$ cat src/common/irq_pkg.sv
// package: register map, reset values and event types for the irq controller
package irq_pkg;
    // register byte addresses on apb
    localparam logic [7:0] IRQ_MISC_ADDR = 8'h0C;
    localparam logic [7:0] IRQ_CPU_ADDR = 8'h10;
    localparam logic [7:0] IRQ_TIMER_ADDR = 8'h14;
    localparam logic [7:0] IRQ_SERIAL_ADDR = 8'h18;
    localparam logic [7:0] IRQ_CMD_ADDR = 8'h1C;
    localparam logic [7:0] IRQ_VEC_ADDR = 8'h20;
    // misc register fields
    localparam int POR_BIT = 7;
    localparam int RISE_BIT = 6;
    localparam int FALL_BIT = 5;
    localparam int EXT_EN_BIT = 4;
    localparam int FLAG_A_BIT = 3;
    localparam int FLAG_B_BIT = 2;
    localparam int SLOW_BIT = 1;
    localparam int COP_BIT = 0;
    localparam logic [7:0] MISC_RST = 8'h10;
    localparam logic [7:0] MISC_POR_VAL = 8'h90;
    // cpu side reset values
    localparam logic [15:0] TIMER_RST = 16'hFFFC;
    localparam logic [15:0] SP_RST = 16'h00FF;
    // vectors, high byte address; low byte at next address
    localparam logic [15:0] VEC_RESET = 16'h1FFE;
    localparam logic [15:0] VEC_TRAP = 16'h1FFC;
    localparam logic [15:0] VEC_EXT = 16'h1FFA;
    localparam logic [15:0] VEC_CAPT = 16'h1FF8;
    localparam logic [15:0] VEC_CMP = 16'h1FF6;
    localparam logic [15:0] VEC_WRAP = 16'h1FF4;
    localparam logic [15:0] VEC_SER = 16'h1FF2;
    // oscillator hold
    localparam int OSC_HOLD_CYC = 4064;
    // command register bits (software / core events)
    localparam int CMD_WAIT = 0;
    localparam int CMD_STOP = 1;
    localparam int CMD_TRAP = 2;
    localparam int CMD_RTI = 3;
    localparam int CMD_BOUND = 4;
    localparam int CMD_EXTRST = 5;

    typedef enum logic [2:0] {
        IRQ_SRC_NONE = 3'h0,
        IRQ_SRC_TRAP = 3'h1,
        IRQ_SRC_EXT = 3'h2,
        IRQ_SRC_CAPT = 3'h3,
        IRQ_SRC_CMP = 3'h4,
        IRQ_SRC_WRAP = 3'h5,
        IRQ_SRC_SER = 3'h6
    } irq_src_e;

    // per-function effects driven out to peripherals
    typedef struct packed {
        logic timer_reset;
        logic ddr_clear;
        logic serial_reset;
        logic clk_clear;
        logic adc_disable;
        logic eeprom_reset;
        logic cop_count_reset;
        logic fetch_restart;
    } irq_fx_s;
endpackage : irq_pkg

$ cat src/rtl/irq_ctrl.sv
// irq_ctrl: interrupt arbitration and reset/wait/stop effects controller
// Function
// reset zeroes prescaler, loads FFFC, clears enables
// reset clears ddr, sp 00FF, vector, sets mask
// wait and stop clear mask bit
// only power-on sets power-up flag
// resets clear enables but set external enable
// resets disable serial, set tx flags
// power-on and stop hold oscillator 4064
// resets and stop clear adc, slow, cop
// all four events reset watchdog counter
// take: stack, set mask; return restores mask
// pending until instruction boundary, masked, enabled
// fixed priority reset trap ext timer serial
// fixed vector addresses per source
// trap ignores mask, after earlier pending
// external needs mask clear, enable, sensitivity
// select bits choose edge or level mode
// select and enable writable only masked
// resets clear selects, set enable
// changing sensitivity clears pending external
// edge latched even while enable clear
// latch cleared at service, level unlatched; code also latches a falling edge in level mode
// misc register layout, power-up bits 4,7
// power-up flag clear-only by software
// level mode tracks pin, no latch; code also latches a falling edge in level mode
`timescale 1ns/100ps
module irq_ctrl (
    input wire logic pclk,
    input wire logic presetn,
    input wire logic por_pulse,
    input wire logic [7:0] paddr,
    input wire logic psel,
    input wire logic penable,
    input wire logic pwrite,
    input wire logic [31:0] pwdata,
    output logic [31:0] prdata,
    output logic pready,
    output logic pslverr,
    input wire logic irq_pin_n,
    input wire logic capture_req,
    input wire logic compare_req,
    input wire logic wrap_req,
    input wire logic serial_req,
    output irq_pkg::irq_fx_s fx_ff,
    output logic osc_enable,
    output logic [15:0] vector_ff,
    output logic take_ff,
    output logic mask_ff
);
    import irq_pkg::*;

    // ------------------------------------------------------------
    // apb decode
    // ------------------------------------------------------------
    logic wr, rd_hit;
    logic [7:0] misc_ff, nxt_misc, prescale_ff;
    logic [3:0] timer_en_ff, ser_en_ff, pend_snap_ff;
    logic [15:0] timer_cnt_ff, sp_ff;
    logic ser_on_ff, tx_empty_ff, tx_done_ff;
    logic [12:0] osc_cnt_ff;
    logic [2:0] pin_sync_ff;
    logic ext_latch_ff, trap_pend_ff, mask_stack_ff;
    irq_src_e src_ff;
    assign pready = 1'b1;
    assign wr = psel & penable & pwrite;
    always_comb begin
        rd_hit = 1'b1;
        prdata = 32'h0000_0000;
        case (paddr)
            IRQ_MISC_ADDR: prdata = {24'h00_0000, misc_ff};
            IRQ_CPU_ADDR: prdata = {15'h0000, mask_ff, sp_ff};
            IRQ_TIMER_ADDR: prdata = {4'h0, timer_en_ff, prescale_ff,
                                      timer_cnt_ff};
            IRQ_SERIAL_ADDR: prdata = {24'h00_0000, ser_on_ff, tx_empty_ff,
                                       tx_done_ff, 1'b0, ser_en_ff};
            IRQ_VEC_ADDR: prdata = {13'h0000, src_ff, vector_ff};
            IRQ_CMD_ADDR: prdata = 32'h0000_0000;
            default: rd_hit = 1'b0;
        endcase
    end
    assign pslverr = psel & penable & ~rd_hit;
    logic cmd_wait, cmd_stop, cmd_trap, cmd_rti, cmd_bound, cmd_ext, cmd_wr;
    assign cmd_wr = wr & (paddr == IRQ_CMD_ADDR);
    assign cmd_wait = cmd_wr & pwdata[CMD_WAIT];
    assign cmd_stop = cmd_wr & pwdata[CMD_STOP];
    assign cmd_trap = cmd_wr & pwdata[CMD_TRAP];
    assign cmd_rti = cmd_wr & pwdata[CMD_RTI];
    assign cmd_bound = cmd_wr & pwdata[CMD_BOUND];
    assign cmd_ext = cmd_wr & pwdata[CMD_EXTRST];

    // por arrives asynchronously: synchronise before use
    logic por_s1_ff, por_s2_ff;
    always_ff @(posedge pclk or negedge presetn) begin
        if (!presetn) begin
            por_s1_ff <= 1'b0;
            por_s2_ff <= 1'b0;
        end else begin
            por_s1_ff <= por_pulse;
            por_s2_ff <= por_s1_ff;
        end
    end
    logic any_rst, por_evt;
    assign por_evt = por_s2_ff;
    assign any_rst = por_evt | cmd_ext;

    // ------------------------------------------------------------
    // misc register
    // ------------------------------------------------------------
    logic sel_change, misc_wr;
    assign misc_wr = wr & (paddr == IRQ_MISC_ADDR);
    always_comb begin
        nxt_misc = misc_ff;
        if (misc_wr) begin
            if (!pwdata[POR_BIT])
                nxt_misc[POR_BIT] = 1'b0;
            if (mask_ff) begin
                nxt_misc[RISE_BIT] = pwdata[RISE_BIT];
                nxt_misc[FALL_BIT] = pwdata[FALL_BIT];
                nxt_misc[EXT_EN_BIT] = pwdata[EXT_EN_BIT];
            end
            nxt_misc[FLAG_A_BIT] = pwdata[FLAG_A_BIT];
            nxt_misc[FLAG_B_BIT] = pwdata[FLAG_B_BIT];
            nxt_misc[SLOW_BIT] = pwdata[SLOW_BIT];
            // cop enable cannot be cleared by software
            if (pwdata[COP_BIT])
                nxt_misc[COP_BIT] = 1'b1;
        end
        if (cmd_stop) begin
            nxt_misc[SLOW_BIT] = 1'b0;
            nxt_misc[COP_BIT] = 1'b0;
        end
        if (any_rst)
            nxt_misc = {1'b0, MISC_RST[6:0]};
        if (por_evt)
            nxt_misc[POR_BIT] = 1'b1;
    end
    assign sel_change = (nxt_misc[RISE_BIT:FALL_BIT]
                         != misc_ff[RISE_BIT:FALL_BIT]);
    always_ff @(posedge pclk or negedge presetn) begin
        if (!presetn)
            misc_ff <= MISC_RST;
        else
            misc_ff <= nxt_misc;
    end

    // ------------------------------------------------------------
    // timer, serial, cpu state effects
    // ------------------------------------------------------------
    always_ff @(posedge pclk or negedge presetn) begin
        if (!presetn) begin
            timer_cnt_ff <= TIMER_RST;
            prescale_ff <= 8'h00;
            timer_en_ff <= 4'h0;
        end else if (any_rst) begin
            timer_cnt_ff <= TIMER_RST;
            prescale_ff <= 8'h00;
            timer_en_ff <= 4'h0;
        end else begin
            if (wr && paddr == IRQ_TIMER_ADDR)
                timer_en_ff <= pwdata[27:24];
            prescale_ff <= prescale_ff + 8'h01;
            if (prescale_ff == 8'hFF)
                timer_cnt_ff <= timer_cnt_ff + 16'h0001;
        end
    end

    always_ff @(posedge pclk or negedge presetn) begin
        if (!presetn) begin
            ser_on_ff <= 1'b0;
            ser_en_ff <= 4'h0;
            tx_empty_ff <= 1'b1;
            tx_done_ff <= 1'b1;
        end else if (any_rst) begin
            ser_on_ff <= 1'b0;
            ser_en_ff <= 4'h0;
            tx_empty_ff <= 1'b1;
            tx_done_ff <= 1'b1;
        end else if (wr && paddr == IRQ_SERIAL_ADDR) begin
            ser_on_ff <= pwdata[7];
            ser_en_ff <= pwdata[3:0];
            tx_empty_ff <= pwdata[6];
            tx_done_ff <= pwdata[5];
        end
    end

    // effect pulses out to the rest of the chip
    always_ff @(posedge pclk or negedge presetn) begin
        if (!presetn) begin
            fx_ff <= '0;
        end else begin
            fx_ff.timer_reset <= any_rst;
            fx_ff.ddr_clear <= any_rst;
            fx_ff.fetch_restart <= any_rst;
            fx_ff.serial_reset <= any_rst;
            fx_ff.clk_clear <= por_evt | cmd_stop;
            fx_ff.adc_disable <= any_rst | cmd_stop;
            fx_ff.eeprom_reset <= any_rst | cmd_stop;
            fx_ff.cop_count_reset <= any_rst | cmd_stop | cmd_wait;
        end
    end

    // oscillator hold after power-on or stop
    always_ff @(posedge pclk or negedge presetn) begin
        if (!presetn)
            osc_cnt_ff <= 13'h0000;
        else if (por_evt || cmd_stop)
            osc_cnt_ff <= 13'(OSC_HOLD_CYC);
        else if (osc_cnt_ff != 13'h0000)
            osc_cnt_ff <= osc_cnt_ff - 13'h0001;
    end
    assign osc_enable = (osc_cnt_ff == 13'h0000);

    // ------------------------------------------------------------
    // external pin sensing
    // ------------------------------------------------------------
    always_ff @(posedge pclk or negedge presetn) begin
        if (!presetn)
            pin_sync_ff <= 3'b111;
        else
            pin_sync_ff <= {pin_sync_ff[1:0], irq_pin_n};
    end
    logic pin_n, pin_prev, fall_edge, rise_edge, edge_hit, level_mode;
    assign pin_n = pin_sync_ff[1];
    assign pin_prev = pin_sync_ff[2];
    assign fall_edge = pin_prev & ~pin_n;
    assign rise_edge = ~pin_prev & pin_n;
    assign level_mode = ~misc_ff[RISE_BIT] & ~misc_ff[FALL_BIT];
    always_comb begin
        case ({misc_ff[RISE_BIT], misc_ff[FALL_BIT]})
            2'b00: edge_hit = fall_edge;
            2'b01: edge_hit = fall_edge;
            2'b10: edge_hit = rise_edge;
            2'b11: edge_hit = fall_edge | rise_edge;
            default: edge_hit = 1'b0;
        endcase
    end
    logic take_ext;
    always_ff @(posedge pclk or negedge presetn) begin
        if (!presetn)
            ext_latch_ff <= 1'b0;
        else if (any_rst || (misc_wr && sel_change))
            ext_latch_ff <= 1'b0;
        else if (edge_hit)
            ext_latch_ff <= 1'b1;
        else if (take_ext)
            ext_latch_ff <= 1'b0;
    end
    logic ext_req;
    // level request follows the pin live; a falling edge in level mode is also latched
    assign ext_req = misc_ff[EXT_EN_BIT]
                     & (ext_latch_ff | (level_mode & ~pin_n));

    // ------------------------------------------------------------
    // arbitration at instruction boundary
    // ------------------------------------------------------------
    logic [3:0] hw_req;
    assign hw_req = {serial_req, wrap_req, compare_req, capture_req};

    function automatic irq_src_e pick(input logic ext, input logic [3:0] r);
        if (ext)
            pick = IRQ_SRC_EXT;
        else if (r[0])
            pick = IRQ_SRC_CAPT;
        else if (r[1])
            pick = IRQ_SRC_CMP;
        else if (r[2])
            pick = IRQ_SRC_WRAP;
        else if (r[3])
            pick = IRQ_SRC_SER;
        else
            pick = IRQ_SRC_NONE;
    endfunction : pick
    function automatic logic [15:0] vec_of(input irq_src_e s);
        case (s)
            IRQ_SRC_TRAP: vec_of = VEC_TRAP;
            IRQ_SRC_EXT: vec_of = VEC_EXT;
            IRQ_SRC_CAPT: vec_of = VEC_CAPT;
            IRQ_SRC_CMP: vec_of = VEC_CMP;
            IRQ_SRC_WRAP: vec_of = VEC_WRAP;
            IRQ_SRC_SER: vec_of = VEC_SER;
            default: vec_of = VEC_RESET;
        endcase
    endfunction : vec_of
    // hardware sources pending when trap was fetched go first
    irq_src_e hw_win, snap_win, win;
    assign hw_win = pick(ext_req, hw_req);
    assign snap_win = pick(ext_req & pend_snap_ff[0],
                           hw_req & {pend_snap_ff[3:1], pend_snap_ff[0]});
    always_comb begin
        win = IRQ_SRC_NONE;
        if (cmd_bound) begin
            if (trap_pend_ff) begin
                if (!mask_ff && snap_win != IRQ_SRC_NONE)
                    win = snap_win;
                else
                    win = IRQ_SRC_TRAP;
            end else if (!mask_ff) begin
                win = hw_win;
            end
        end
    end
    assign take_ext = (win == IRQ_SRC_EXT);

    always_ff @(posedge pclk or negedge presetn) begin
        if (!presetn) begin
            trap_pend_ff <= 1'b0;
            pend_snap_ff <= 4'h0;
        end else if (any_rst) begin
            trap_pend_ff <= 1'b0;
            pend_snap_ff <= 4'h0;
        end else if (cmd_trap) begin
            trap_pend_ff <= 1'b1;
            pend_snap_ff <= {hw_req[3:1], ext_req | hw_req[0]};
        end else if (win == IRQ_SRC_TRAP) begin
            trap_pend_ff <= 1'b0;
        end
    end

    // ------------------------------------------------------------
    // mask bit, stack pointer, vector output
    // ------------------------------------------------------------
    always_ff @(posedge pclk or negedge presetn) begin
        if (!presetn) begin
            mask_ff <= 1'b1;
            mask_stack_ff <= 1'b1;
            sp_ff <= SP_RST;
            vector_ff <= VEC_RESET;
            take_ff <= 1'b0;
            src_ff <= IRQ_SRC_NONE;
        end else if (any_rst) begin
            mask_ff <= 1'b1;
            sp_ff <= SP_RST;
            vector_ff <= VEC_RESET;
            take_ff <= 1'b1;
            src_ff <= IRQ_SRC_NONE;
        end else begin
            take_ff <= 1'b0;
            if (win != IRQ_SRC_NONE) begin
                mask_stack_ff <= mask_ff;
                mask_ff <= 1'b1;
                sp_ff <= sp_ff - 16'h0005;
                vector_ff <= vec_of(win);
                src_ff <= win;
                take_ff <= 1'b1;
            end else if (cmd_rti) begin
                mask_ff <= mask_stack_ff;
                sp_ff <= sp_ff + 16'h0005;
            end else if (cmd_wait || cmd_stop) begin
                mask_ff <= 1'b0;
            end
        end
    end

    // ------------------------------------------------------------
    // checks
    // ------------------------------------------------------------
    mask_on_take_a: assert property (@(posedge pclk)
        disable iff (!presetn) (win != IRQ_SRC_NONE && !any_rst) |=> mask_ff)
        else $error("mask not set after take");
    wait_clear_a: assert property (@(posedge pclk)
        disable iff (!presetn) ((cmd_wait || cmd_stop) && !any_rst
        && win == IRQ_SRC_NONE && !cmd_rti) |=> !mask_ff)
        else $error("wait or stop left mask set");
    reset_vec_a: assert property (@(posedge pclk)
        disable iff (!presetn) any_rst |=> vector_ff == VEC_RESET
        && sp_ff == SP_RST && mask_ff)
        else $error("reset did not restart cpu state");
    sel_locked_a: assert property (@(posedge pclk)
        disable iff (!presetn) (!mask_ff && !any_rst)
        |=> $stable(misc_ff[RISE_BIT:EXT_EN_BIT]))
        else $error("select bits changed while unmasked");
    ext_vec_a: assert property (@(posedge pclk) disable iff (!presetn)
        (take_ext && !any_rst) |=> vector_ff == VEC_EXT
        && (!ext_latch_ff || $past(edge_hit)))
        else $error("external take wrong");
    por_flag_a: assert property (@(posedge pclk)
        disable iff (!presetn) (cmd_ext && !por_evt) |=> !misc_ff[POR_BIT])
        else $error("external reset set power-up flag");
    timer_load_a: assert property (@(posedge pclk)
        disable iff (!presetn) any_rst |=> timer_cnt_ff == TIMER_RST
        && prescale_ff == 8'h00 && timer_en_ff == 4'h0)
        else $error("timer not reset");
    osc_hold_a: assert property (@(posedge pclk)
        disable iff (!presetn) (cmd_stop && !por_evt) |=> !osc_enable [*8])
        else $error("oscillator not held");
    no_take_masked_a: assert property (@(posedge pclk)
        disable iff (!presetn) (mask_ff && !trap_pend_ff)
        |-> win == IRQ_SRC_NONE)
        else $error("masked interrupt taken");
    sel_clear_a: assert property (@(posedge pclk)
        disable iff (!presetn) (misc_wr && sel_change && !any_rst)
        |=> !ext_latch_ff)
        else $error("pending external kept on option change");
endmodule : irq_ctrl

$ cat config.mk
export PLATFORM = sky130hd
export DESIGN_NAME = irq_ctrl
export DESIGN_NICKNAME = d
export VERILOG_FILES = /design/src/common/irq_pkg.sv /design/src/rtl/irq_ctrl.sv
export SDC_FILE = /design/constraint.sdc
export NUM_CORES = 1
export LEC_CHECK = 0
export CAP_MARGIN = 10
export CORE_MARGIN = 2
export CORE_UTILIZATION = 50
export CTS_CLUSTER_DIAMETER = 150
export CTS_CLUSTER_SIZE = 30
export DETAILED_ROUTE_END_ITERATION = 12
export DONT_BUFFER_PORTS = 1
export GPL_ROUTABILITY_DRIVEN = 0
export GPL_TIMING_DRIVEN = 0
export PLACE_DENSITY = 0.62
export SLEW_MARGIN = 20
export SYNTH_ARGS = -nofsm -noshare
export SYNTH_HDL_FRONTEND = slang
export SYNTH_SLANG_ARGS = --single-unit
$ cat constraint.sdc
create_clock -name pclk -period 4.21 [get_ports pclk]
set_input_delay 0.842 -clock pclk [delete_from_list [all_inputs] [get_ports pclk]]
set_output_delay 0.842 -clock pclk [all_outputs]
set_load 0.005 [all_outputs]
==> results_dict.tcl, run 1 <==
set metrics [dict create \
    synth_edf_count 0 \
    clk_pin_slew_ns 0.07 \
    drv_slew 0 \
    cp_max_fo 5 \
    wl_mm 14.3 \
    worst_clock_skew_ns 0.00936 \
    detail_route.wl_per_cell_um 18.3 \
    synth_ff_type "dfrtp_1" \
    path_class "in2reg" \
    synth_seq_cells 96 \
    route.detailed.drc 0 \
    numPortBuffers 0 \
    synth_cells 606 \
    crit_path_top_delay_cell "or4_4" \
    status "complete, no violations" \
    p_per_area_mw_per_mm2 302 \
    critical_path.most_common_cell "nor2_1" \
    area_growth_pct 11.7 \
    antenna_found_initial 0 \
    dpl.hpwl_mm 10.3 \
    crit_arrival_ns 4.27 \
    cts_tree "yes" \
    rr_worst_depth 17 \
    synth_top_area_share 0.277 \
    slowest_delay_ns 0.56 \
    diodes 0 \
    period_share 0.961 \
    crit_chain "or4_4 > or3b_1 > buf_2 > nor3_4 > and2_4 > o21ai_4 > clkinvlp_4 > buf_4 > ha_4 > a21o_1 > a21o_1 > a221o_1 > nor2_1 > nor2_1 > mux2i_1 > xor2_1 > nor2_1" \
    synth_largest_area_cell "dfrtp_1" \
    drv_cap 0 \
    max_slew.worst_pin.slew_ns 0.771 \
    crit_required_ns 4.43 \
    vias 4562 \
    nets 708 \
    grt_pass1_vias 4422 \
    synth_commonest_cells "nand2_1 (84), dfrtp_1 (63), nor2_1 (47)" \
    final_util 0.578 \
    cts_sinks 96 \
    cts_buffers 9 \
    crit_path_start_kind "input pin" \
    max_freq_mhz 247 \
    synth_most_common_cell "nand2_1" \
    reg2reg_from "mask_ff" \
    synth_async_sr_flop_share 1.00 \
    fillCellCount 1009 \
    htreeDepth 3 \
    worstSetupEndpointType "flop" \
    ant_nets 0 \
    hold_path_class "in2async" \
    yosysUniqueCellTypes 67 \
    reg2reg_slack_ns 0.26 \
    dr.pass1.iters 4 \
    synth.top_cells.by_area "dfrtp_1 (28%), dfstp_2 (15%), nand2_1 (5.5%)" \
    critPathTopFamily "simple AND/OR/NAND/NOR gates" \
    die_area_mm2 0.0122 \
    drt_iter0_markers 375 \
    ys_seq_area_frac 0.430 \
    initial_utilization 0.517 \
    syn_avg_cell_area_um2 9.38 \
    fin_crit_ns 4.05 \
    rows 38 \
    root_buffer "clkbuf_16" \
    finalPower_mw 1.92 \
    yosysWarningCount 0 \
    grt_overflow 0 \
    path_buf_inv 3 \
    setup_violations 0 \
    final_layout_size_suffix_gt1_frac 0.184 \
    p_leak_nw 2.76 \
    slew_headroom 0.486 \
    hold_viol 0 \
    grt_first_pass_wirelength_mm 23.3 \
    syn_area_mm2 0.00568 \
    die_x_um 111 \
    cts_buffer_depth 2 \
    core_mm2 0.0110 \
    clock_latency_ns 0.35 \
    grt_max_degree 97 \
    grtUsageTotal 0.238 \
    worst_r2r_endpoint "sp_ff[15]" \
    vdd_ir_drop_max_mv 0.241 \
    pin_count 112 \
    vias_per_cell 5.84 \
    fp.dieH_um 111 \
]
per-layer routing:
layer | share of wire | global-route usage | up-vias
li1 | - | - | 2172
met1 | 0.47 | 0.331 | 2214
met2 | 0.45 | 0.369 | 157
met3 | 0.063 | 0.0615 | 19
met4 | 0.016 | 0.0667 | 0
met5 | 0 | 0 | -
metrics by stage:
| step | setup TNS (ns) | hold slack, ns | setup slack (ns) | instance area [um2] | std cells |
|---|---|---|---|---|---|
| global placement | -5.01 | 0.335 | -0.721 | 5950 | 762 |
| CTS | 0 | 0.174 | 0.0132 | 6310 | 783 |
| floorplan | -0.322 | 0.331 | -0.0785 | 5780 | 622 |
| finish | 0 | 0.190 | 0.164 | 6350 | 781 |
| detailed placement | -5.09 | 0.344 | -0.716 | 5960 | 762 |
| global route | -0.0464 | 0.168 | -0.0327 | 6350 | 781 |
cells in the final DEF (no fill, tap or decap), drive strengths merged, types with 5 or more instances in the layout:
cell / count
clkbuf: 28
dfrtp: 63
a222oi: 5
nand4: 5
mux2i: 15
o21a: 5
a22o: 5
mux2: 6
a221o: 7
xnor2: 21
or3: 6
and3: 6
clkinvlp: 5
nor2: 47
a21oi: 36
xor2: 21
buf: 34
inv: 14
nand3: 28
ha: 20
dfstp: 33
conb: 18
and2: 12
o21ai: 21
nand2b: 7
nand2: 84
o211ai: 9
o31ai: 7
nor3: 13
timing repair:
item	CTS	global route
setup endpoints to repair	8	19
resized for setup	0	8
pin swaps	2	0
hold buffers	0	0
setup buffers	5	0
worst reg2reg max path, cell delays in order, from the launching register on:
cell and delay (ns):
dfstp_2 0.55, clkbuf_1 0.41, nor2_1 0.09, o21ai_0 0.09, a2bb2oi_1 0.23, nand2_1 0.21
o21ai_4 0.26, clkinvlp_4 0.18, buf_12 0.17, ha_1 0.37, a21oi_1 0.17, o21ai_0 0.11
a221o_1 0.35, nor2_1 0.20, nor2_1 0.06, mux2i_1 0.17, xor2_1 0.16, nor2_1 0.05
how the worst max path moves through the flow:
stage              from  depth (start not counted)   endpoint
2_1_floorplan  paddr[1]                         16  sp_ff[15]
3_3_place_gp   paddr[1]                         16  sp_ff[15]
3_5_place_dp   paddr[1]                         16  sp_ff[15]
4_1_cts        paddr[1]                          7  prdata[7]
5_1_grt        paddr[1]                         16  sp_ff[14]
6_report       paddr[1]                         17  sp_ff[15]
cell families after synthesis:
kind of cell / Yosys count / synth area share
AOI/OAI and AO/OA: 126 / 0.157
xor gates and xnor gates: 42 / 0.0647
adders and majority gates: 21 / 0.0476
buffers and inverters: 64 / 0.0583
DFF: 96 / 0.430
muxes: 21 / 0.0383
other: 2 / 0.00132
and+or+nand+nor: 234 / 0.203
flip-flops by register name (all words and copies together), names as in the netlist, 3 cells and up:
register / count
sp_ff: 16
pin_sync_ff: 3
misc_ff: 8
ser_en_ff: 4
timer_cnt_ff: 16
timer_en_ff: 4
osc_cnt_ff: 13
fx_ff: 4
pend_snap_ff: 4
src_ff: 3
vector_ff: 3
prescale_ff: 8
where the power goes:
part	internal (mW)	leakage, nW	total (mW)	switching [mW]
clock	0.478	0.137	0.850	0.372
combinational	0.0487	1.46	0.106	0.0578
sequential	0.944	1.16	0.963	0.0188
total	1.47	2.76	1.92	0.449
cell type report:
class,instances,area [um2],share of cell area
inverters,15,60.1,0.00946
well taps,140,175,0.0276
repair buffers,5,50.0,0.00788
clock buffers,10,239,0.0377
clock inverters,6,68.8,0.0108
plain buffers,47,268,0.0422
flip-flops and latches,96,2440,0.385
multi-input cells,462,3040,0.479
No activity file was read; power rests on OpenSTA's default activity.
==> run 2, diff against run 1 <==
- PLACE_DENSITY: 0.62 -> 0.65
- clock period: 4.21 -> 3.55 ns (I/O delays scaled with it)
==> run 2 against run 1 <==
The run now ends with setup timing left. Core utilization rose by 3.0 points. Hold slack got worse by 0.13 ns. Sequential power rose by 18%. Global-route usage rose by 0.63 points. Count of clock-buffer cells in the layout rose by 1. Critical path type is now reg2reg. Largest cell class unchanged. Largest power group unchanged. Highest routed layer unchanged.
==> results_dict.tcl, run 2 (synthesis results as in run 1) <==
set metrics [dict create \
    status "finished, violations left" \
    violations "setup timing" \
    nets 723 \
    worst_slack_ns -0.245 \
    htreeDepth 3 \
    wl_mm 15.2 \
    setup_violations 9 \
    fin_tns_setup_ns -1.19 \
    largestRegisters "sp_ff (16), timer_cnt_ff (16), osc_cnt_ff (13)" \
    detail_route.wl_per_cell_um 19.1 \
    vias 4738 \
    vias_per_cell 5.95 \
    cts_sinks 96 \
    vdd_ir_drop_max_mv 0.260 \
    route.detailed.drc 0 \
    p_sw_frac 0.226 \
    fin_area_mm2 0.00668 \
    cts_buffers 9 \
    antenna_found_initial 0 \
    rr_worst_depth 16 \
    area_growth_pct 17.5 \
    grt_max_degree 97 \
    cp_max_fo 8 \
    rsz0062_at_grt "yes" \
    p_per_area_mw_per_mm2 348 \
    dr.pass1.iters 6 \
    period_share 1.07 \
    grt_overflow 0 \
    p_leak_nw 2.89 \
    reg2reg_from "ext_latch_ff" \
    p_int_mw 1.80 \
    grt_first_pass_wirelength_mm 23.9 \
    power_frac_seq 0.491 \
    diodes 0 \
    grtUsageTotal 0.244 \
    max_slew.worst_pin.slew_ns 0.734 \
    clk_pin_slew_ns 0.07 \
    worst_r2r_endpoint "sp_ff[13]" \
    final_layout_size_suffix_gt1_frac 0.241 \
    drt_iter0_markers 421 \
    fp.dieH_um 111 \
    cts_buffer_depth 2 \
    root_buffer "clkbuf_16" \
    ant_nets 0 \
    clock_latency_ns 0.35 \
    combPwrFrac 0.058 \
    slew_headroom 0.511 \
    core_mm2 0.0110 \
    numPortBuffers 0 \
    rows 38 \
    cts_tree "yes" \
    worst_clock_skew_ns 0.00586 \
    reg2reg_slack_ns -0.25 \
    drv_slew 0 \
    fin_crit_ns 3.80 \
    max_freq_mhz 263 \
    drv_cap 0 \
    final_common_cell "nand2_1" \
    die_area_mm2 0.0122 \
    initial_utilization 0.517 \
    dpl_cell_area_mm2 0.00595 \
    die_x_um 111 \
    hold_path_class "in2async" \
    worstSetupEndpointType "flop" \
    switchingPower_mw 0.527 \
    path_class "reg2reg" \
    crit_required_ns 3.77 \
    grt_pass1_vias 4379 \
    pin_count 112 \
    hold_buffers 0 \
    dpl.hpwl_mm 10.5 \
    crit_path_start_kind "flop" \
    p_clk_frac 0.451 \
    crit_arrival_ns 4.01 \
    layout.cells.most_common_list "nand2_1 (83), dfrtp_1 (60), nor2_1 (46)" \
    hold_viol 0 \
]
-- run 2: cell count changes in the layout (fill, tap and decap cells not counted), moves of 4 or more --
cell / before / now
clkinvlp_4: 5 / 1
o21ai_0: 20 / 16
a21oi_2: 4 / 8
ha_1: 18 / 14
buf_4: 26 / 39
a21oi_1: 32 / 27
-- run 2: worst max path at each step --
stage                             from   endpoint  slack (ns)  depth (start not counted)
after global placement        paddr[1]  sp_ff[15]       -1.19                         16
after floorplan               paddr[1]  sp_ff[15]       -0.61                         16
after detailed placement   capture_req  sp_ff[15]       -1.29                         14
after global routing        misc_ff[4]  sp_ff[11]       -0.35                         16
after CTS                     paddr[6]  sp_ff[15]       -0.22                         17
final                     ext_latch_ff  sp_ff[13]       -0.25                         16
-- run 2: final cells by class --
class | count | area [um2]
multi-input combinational | 462 | 3230
clock inverter | 5 | 81.3
inverter | 15 | 60.1
fill | 952 | 4310
timing repair buffer | 20 | 170
buffer | 47 | 278
tap | 140 | 175
sequential | 96 | 2450
clock buffer | 11 | 233
-- run 2: repair_timing --
item	CTS	global route
endpoints found under the hold margin	0	0
setup buffers	10	10
gates resized for setup	30	24
cloned	0	0
pin swaps	13	20
setup endpoints to repair	42	16
-- run 2: critical path, cell delays in order (launching register included) --
cell	delay [ns]
dfrtp_1	0.43
or3b_2	0.52
o2bb2ai_4	0.19
o21a_1	0.20
o31ai_4	0.12
o21ai_4	0.25
clkinvlp_4	0.20
buf_12	0.18
ha_1	0.36
o21a_1	0.24
o21ai_1	0.21
a21oi_2	0.07
a41o_1	0.27
a31oi_1	0.17
xnor2_1	0.08
mux2i_1	0.12
nor2_1	0.05
-- run 2: metrics by stage --
| stage | worst slack (ns) | instances | util | power [mW] | hold WS (ns) |
|---|---|---|---|---|---|
| detailed placement | -1.29 | 762 | 0.542 | 1.29 | 0.343 |
| CTS | -0.219 | 786 | 0.589 | 2.33 | 0.0446 |
| global placement | -1.19 | 762 | 0.542 | 1.28 | 0.333 |
| global route | -0.347 | 796 | 0.608 | 2.40 | 0.0463 |
| finish | -0.245 | 796 | 0.608 | 2.33 | 0.0560 |
| floorplan | -0.606 | 622 | - | 1.26 | 0.331 |
-- run 2: power groups by stage --
stage / Combinational, mW / Sequential, mW / Clock (mW)
final: 0.134 / 1.14 / 1.05
after floorplan: 0.101 / 1.16 / 0
after CTS: 0.127 / 1.14 / 1.06
after detailed placement: 0.125 / 1.16 / 0
after global placement: 0.123 / 1.16 / 0
after global routing: 0.149 / 1.15 / 1.10
-- run 2: layer usage --
layer | vias to the layer above | wire length (um) | global-route usage
li1 | 2201 | - | -
met1 | 2335 | 6810 | 0.341
met2 | 173 | 7110 | 0.378
met3 | 29 | 983 | 0.0604
met4 | 0 | 318 | 0.0733
met5 | - | 0 | 0
